### src/rpfm_pkg.sv
package rpfm_pkg;
   // ----------------------------------------
   // pin function selection
   // ----------------------------------------
   localparam logic MODE_INTERNAL = 1'b0;
   localparam logic MODE_EXTERNAL = 1'b1;
   localparam int OSC_FREQ_HZ = 32768;
   localparam int CORE_FREQ_HZ = 40000000;
   localparam logic [1:0] SYNC_AGREE = 2'b11;
   localparam logic [1:0] SYNC_LOW = 2'b00;

   typedef enum logic [1:0] {
      RPFM_IDLE,
      RPFM_ADDR,
      RPFM_DATA
   } rpfm_phase_e;

   // cpu request towards the clock
   typedef struct packed {
      logic valid;
      logic write;
      logic addr_phase;
   } rpfm_req_s;

   // three-stage synchroniser for one pin
   typedef struct packed {
      logic s1;
      logic s2;
      logic s3;
      logic q;
   } rpfm_sync_s;

   // start value of a synchroniser whose pin idles high
   localparam rpfm_sync_s SYNC_IDLE_HIGH = 4'hf;

   typedef struct packed {
      rpfm_sync_s osc;
      rpfm_sync_s pstrb;
      rpfm_sync_s pgood;
      logic osc_tick;
      logic irq_req;
      logic pstrb_lvl;
      logic rtc_conn;
      logic rd_o;
      logic rd_oe_n;
      logic wr_o;
      logic ale_o;
      logic ale_oe_n;
      logic mode;
   } rpfm_state_s;
endpackage

### src/rpfm_top.sv
// Function
// - in internal mode the first pin is the 32.768 KHz time base of the built-in clock.
// - in external mode the first pin is an active-low interrupt request to the core.
// - in internal mode the second pin is the power strobe input that presets the clock.
// - in external mode the second pin is driven as the read strobe during clock reads.
// - in external mode the third pin is driven as the write strobe during clock writes.
// - in internal mode the built-in clock is cut off from the cpu while power good is low.
// - in external mode the fourth pin is driven as the address latch strobe.
module rpfm_top
   import rpfm_pkg::*;
(
   input wire logic CORE_CLK,
   input wire logic SYS_RST,
   input wire logic MODE_EXT,
   input wire logic CPU_RTC_VALID,
   input wire logic CPU_RTC_WRITE,
   input wire logic CPU_RTC_ADDR_PHASE,
   input wire logic TIMEBASE_OR_IRQ_PIN,
   input wire logic RD_STROBE_OR_POWER_STROBE_I,
   output logic RD_STROBE_OR_POWER_STROBE_O,
   output logic RD_STROBE_OR_POWER_STROBE_OE_N,
   output logic WR_STROBE_OR_OSC_OUT,
   input wire logic ADDR_LATCH_OR_POWER_GOOD_I,
   output logic ADDR_LATCH_OR_POWER_GOOD_O,
   output logic ADDR_LATCH_OR_POWER_GOOD_OE_N,
   output logic RTC_TIMEBASE_TICK,
   output logic IRQ_REQ,
   output logic RTC_POWER_STROBE,
   output logic RTC_CONNECTED
);
   // ----------------------------------------
   // state
   // ----------------------------------------
   rpfm_state_s st_r;
   rpfm_state_s st_nxt;
   rpfm_req_s req;
   logic ext;

   assign req = '{valid: CPU_RTC_VALID, write: CPU_RTC_WRITE, addr_phase: CPU_RTC_ADDR_PHASE};

   // ----------------------------------------
   // synchroniser
   // ----------------------------------------
   function automatic rpfm_sync_s sync_step(rpfm_sync_s s, logic pin);
      rpfm_sync_s n;
      n = s;
      n.s1 = pin;
      n.s2 = s.s1;
      n.s3 = s.s2;
      // change counts once stages two and three agree
      if ({s.s2, s.s3} == SYNC_AGREE) begin
         n.q = 1'b1;
      end else if ({s.s2, s.s3} == SYNC_LOW) begin
         n.q = 1'b0;
      end
      return n;
   endfunction

   // ----------------------------------------
   // next state
   // ----------------------------------------
   always_comb begin
      st_nxt = st_r;
      // mode taken from a stable strap-like input; all pins follow it together
      st_nxt.mode = MODE_EXT;
      ext = st_r.mode;
      st_nxt.osc = sync_step(st_r.osc, TIMEBASE_OR_IRQ_PIN);
      st_nxt.pstrb = sync_step(st_r.pstrb, RD_STROBE_OR_POWER_STROBE_I);
      st_nxt.pgood = sync_step(st_r.pgood, ADDR_LATCH_OR_POWER_GOOD_I);
      // rising edge of the crystal clock; 32 kHz is far below core rate
      st_nxt.osc_tick = (ext == MODE_INTERNAL) && st_nxt.osc.q && !st_r.osc.q;
      st_nxt.irq_req = (ext == MODE_EXTERNAL) && !st_r.osc.q;
      st_nxt.pstrb_lvl = (ext == MODE_INTERNAL) && !st_r.pstrb.q;
      // relies on outside logic keeping power good high over each access
      st_nxt.rtc_conn = (ext == MODE_INTERNAL) && st_r.pgood.q;
      st_nxt.rd_o = (ext == MODE_EXTERNAL) && req.valid && !req.write
                    && !req.addr_phase;
      st_nxt.wr_o = (ext == MODE_EXTERNAL) && req.valid && req.write
                    && !req.addr_phase;
      st_nxt.ale_o = (ext == MODE_EXTERNAL) && req.valid && req.addr_phase;
      // pins turn to outputs only in external mode
      st_nxt.rd_oe_n = (ext != MODE_EXTERNAL);
      st_nxt.ale_oe_n = (ext != MODE_EXTERNAL);
   end

   // ----------------------------------------
   // state register
   // ----------------------------------------
   always_ff @(posedge CORE_CLK or posedge SYS_RST) begin
      if (SYS_RST) begin
         st_r <= '0;
         // idle-high start keeps reset from faking an edge, a strobe or an irq
         st_r.osc <= SYNC_IDLE_HIGH;
         st_r.pstrb <= SYNC_IDLE_HIGH;
         // power good starts low so the clock stays isolated until it is seen
         st_r.rd_oe_n <= 1'b1;
         st_r.ale_oe_n <= 1'b1;
      end else begin
         st_r <= st_nxt;
      end
   end

   // ----------------------------------------
   // outputs
   // ----------------------------------------
   assign RTC_TIMEBASE_TICK = st_r.osc_tick;
   assign IRQ_REQ = st_r.irq_req;
   assign RTC_POWER_STROBE = st_r.pstrb_lvl;
   assign RTC_CONNECTED = st_r.rtc_conn;
   assign RD_STROBE_OR_POWER_STROBE_O = st_r.rd_o;
   assign RD_STROBE_OR_POWER_STROBE_OE_N = st_r.rd_oe_n;
   assign WR_STROBE_OR_OSC_OUT = st_r.wr_o;
   assign ADDR_LATCH_OR_POWER_GOOD_O = st_r.ale_o;
   assign ADDR_LATCH_OR_POWER_GOOD_OE_N = st_r.ale_oe_n;
endmodule // rpfm_top
### config.mk
export PLATFORM = sky130hd
export DESIGN_NAME = rpfm_top
export DESIGN_NICKNAME = d
export VERILOG_FILES = /design/src/rpfm_pkg.sv /design/src/rpfm_top.sv
export SDC_FILE = /design/constraint.sdc
export NUM_CORES = 1
export LEC_CHECK = 0
export BUFFER_PORTS_ARGS = -buffer_cell sky130_fd_sc_hd__buf_2
export CORE_MARGIN = 2
export CORE_UTILIZATION = 47
export DETAILED_ROUTE_END_ITERATION = 12
export PLACE_DENSITY = 0.73
export RECOVER_POWER = 50
export SLEW_MARGIN = 5
export SYNTH_ARGS = -nofsm -noshare
export SYNTH_HDL_FRONTEND = slang
export SYNTH_SLANG_ARGS = --single-unit
### constraint.sdc
create_clock -name CORE_CLK -period 1.4 [get_ports CORE_CLK]
set_input_delay 0.42 -clock CORE_CLK [delete_from_list [all_inputs] [get_ports CORE_CLK]]
set_output_delay 0.42 -clock CORE_CLK [all_outputs]
set_load 0.03 [all_outputs]
==> metrics.md <==
| Metric | Value |
|---|---|
| Fraction of final layout cells with drive strength greater than 1 | `58.62%` |
| Synth top area cells | `dfrtp_1, dfstp_2, and4bb_2` |
| Number of distinct library cells after synthesis | `13` |
| Area added between synthesis and finish | `21.31%` |
| Largest vdd supply drop | `861.4 uV` |
| Type of element capturing the critical path | `output pin` |
| Library cell occupying the most area in the post-synthesis netlist | `dfrtp_1` |
| Synthesis warning total | `0` |
| Clock-pin slew on the worst setup and hold paths | `110 ps` |
| Hold WS | `35.40 ps` |
| Setup repair after global routing missed its margin | `true` |
| Count of maximum capacitance violations | `0` |
| Most common cell after layout, fill and taps aside | `buf_2` |
| Total routing usage reported by global routing | `12.52%` |
| Total grt overflow | `0` |
| Number of post-CTS setup repair buffers | `0` |
| Floorplan row count | `13` |
| Hold violation count in the final report | `0` |
| Final weighted congestion of routability-driven global placement | `0.6507` |
| Proportion of netlist area held by the largest area contributor | `44.86%` |
| Final critical-path required period | `1382 ps` |
| Chain of cells forming the critical path | `buf_6` |
| Pwr/cell area | `1278 mW/mm2` |
| Worst reg-to-reg path cell count | `2` |
| Data required time at the worst endpoint | `980 ps` |
| Crit-path slowest cell | `dfstp_2` |
| Worst hold-check path type | `in -> async` |
| Clock Tree Root | `clkbuf_4` |
| Launch instance of the worst register-to-register path | `st_nxt[15]$_DFF_PP1_` |
| Mean instance size in the synthesized netlist | `18.59 um2` |
| Netlist area before placement | `669.4 um2` |
| Number of buffers inserted during clock tree synthesis | `3` |
| H-tree Lvls | `1` |
| Mean number of vias per cell | `4.740` |
| CTS tree | `done` |
| Start-to-end type of the worst setup path | `reg -> out` |
| Effective utilization at floorplan | `50.81%` |
| Pin count of the biggest net entering global routing | `12` |
| Net count, final | `70` |
| TritonCTS Sinks | `21` |
| Average routed wire per standard cell | `11.96 um` |
| Cells after synthesis | `36` |
| Number of optimization iterations in the first detailed-route pass | `1` |
| Total detailed-routing wirelength | `873 um` |
| Flip-flop and latch count after synthesis | `21` |
| Max incr delay on CP | `560 ps` |
| Final HPWL DP | `670.6 um` |
| First-iteration detailed-routing DRC count | `0` |
| Reg2reg end | `st_r[14]$_DFFE_PP1P_` |
| Status | `finished, final reports clean` |
| Minimum setup slack after placement | `295.3 ps` |
| Number of global-route vias before repair | `367` |
| Final cell area excluding filler cells | `812.0 um2` |
| Die Footprint | `0.001742 mm2` |
| Final setup skew | `7.190 ps` |
| Kind of launch point of the worst setup path | `flip-flop` |
| DIE HEIGHT | `41.74 um` |
| I/O pin count | `18` |
| Fin util | `61.63%` |
| Largest driver fanout on the critical path | `2` |
| Cell count after placement | `69` |
| Minimum setup slack among reg-to-reg paths | `290 ps` |
| Floorplan die width | `41.74 um` |
| Category of cells accounting for the largest share of critical-path delay | `flip-flops` |
| Slew margin rel. | `71.84%` |
| Measured slew at the worst slew-check pin | `422.4 ps` |
| Total power consumption of the routed design | `1.038 mW` |
| Post-place instance area | `780.7 um2` |
| Worst-skew pair later-pin latency | `290 ps` |
| Buffers & Inverters on Critical Path | `1` |
| Worst-case clock buffer depth | `2` |
| DRC errors left | `0` |
| Proportion of synthesized chip area in sequential cells | `80.19%` |
| Synth Net Count | `47` |
| Leakage component of the power | `0.4122 nW` |
| Final instance count without filler cells | `73` |
| Arrival time of the worst setup path | `960 ps` |
| Global-route wire length before repair | `1.600 mm` |
| Commonest non-fill, non-tap cells in the layout | `buf_2, dfrtp_1, dfstp_2` |
| Achievable clock frequency | `723.6 MHz` |
| Total inserted antenna cells | `0` |
| Smallest setup slack after layout | `18.04 ps` |
| Final Max Slew Viols | `0` |
| Number of buffers inserted by port buffering | `17` |
| Hold buffers post-CTS | `0` |
| Antenna viol nets, final | `0` |
| Final period utilization | `98.71%` |
| Vias | `346` |
| Number of antenna violations at the first check in global routing | `0` |
| Sum of negative setup slack | `0 ps` |
| Number of setup violations in the final report | `0` |
| Area of the core | `0.001318 mm2` |
==> cell usage after synthesis (all sizes together) <==
library cell and number:
dfrtp 12, dfstp 9, and4bb 2, ha 2, inv 2, mux2 2, and2b 1, and3 1
and4b 1, buf 1, maj3 1, nor2 1, nor2b 1
==> flip-flops by register name, summed over array words and instances (netlist names) <==
signal,count
RTC_POWER_STROBE,1
RD_STROBE_OR_POWER_STROBE_O,1
IRQ_REQ,1
RTC_TIMEBASE_TICK,1
st_nxt,6
RD_STROBE_OR_POWER_STROBE_OE_N,1
ADDR_LATCH_OR_POWER_GOOD_O,1
st_r,6
RTC_CONNECTED,1
WR_STROBE_OR_OSC_OUT,1
ext,1
==> routing by layer <==
layer  track usage [%]  vias to the layer above  share of wire, %
li1                  -                      162                 -
met1             13.70                      169                41
met2             21.56                       13                53
met3             4.348                        2               6.0
met4             5.806                        0              0.69
met5                 0                        -                 0
==> logic make-up (layout without fill, tap and decap cells) <==
group / count (synthesis) / after routing / synth area share [%]
multiplexers: 2 / 2 / 3.364
buffers and inverters: 3 / 25 / 2.244
adder cells (fa/ha/maj): 3 / 3 / 5.420
flip-flops: 21 / 21 / 80.19
AND/OR/NAND/NOR: 7 / 7 / 8.786
==> cell type report <==
type                            instances  area [um2]
Inverter                                2       7.507
Sequential cell                        21       536.8
Timing Repair Buffer                   19       105.1
Fill cell                             104       505.5
Tap cell                               15       18.77
Multi-Input combinational cell         12       117.6
Clock buffer                            4       26.28
==> what timing repair did <==
action,4_1_cts,5_1_grt
endpoints found under the setup margin,2,2
cloned,0,0
resized for setup,2,2
==> worst max-delay path by stage <==
stage / slack [ps] / cells after the start / endpoint / startpoint
finish: 20 / 1 / RD_STROBE_OR_POWER_STROBE_OE_N / RD_STROBE_OR_POWER_STROBE_OE_N$_DFF_PP1_
global route: -40 / 1 / RD_STROBE_OR_POWER_STROBE_OE_N / RD_STROBE_OR_POWER_STROBE_OE_N$_DFF_PP1_
CTS: -5 / 1 / ADDR_LATCH_OR_POWER_GOOD_OE_N / RD_STROBE_OR_POWER_STROBE_OE_N$_DFF_PP1_
detailed placement: 300 / 1 / ADDR_LATCH_OR_POWER_GOOD_OE_N / RD_STROBE_OR_POWER_STROBE_OE_N$_DFF_PP1_
global placement: 300 / 1 / RD_STROBE_OR_POWER_STROBE_OE_N / RD_STROBE_OR_POWER_STROBE_OE_N$_DFF_PP1_
floorplan: 190 / 1 / RD_STROBE_OR_POWER_STROBE_OE_N / RD_STROBE_OR_POWER_STROBE_OE_N$_DFF_PP1_
==> power by group <==
part | switching (mW) | total, mW | internal, mW | leakage [nW]
clock network | 0.156 | 0.266 | 0.110 | 0.0150
logic | 0.0567 | 0.0977 | 0.0410 | 0.150
registers | 0.0177 | 0.674 | 0.656 | 0.247
total | 0.230 | 1.04 | 0.808 | 0.412
No activity file was read; power rests on OpenSTA's default activity.
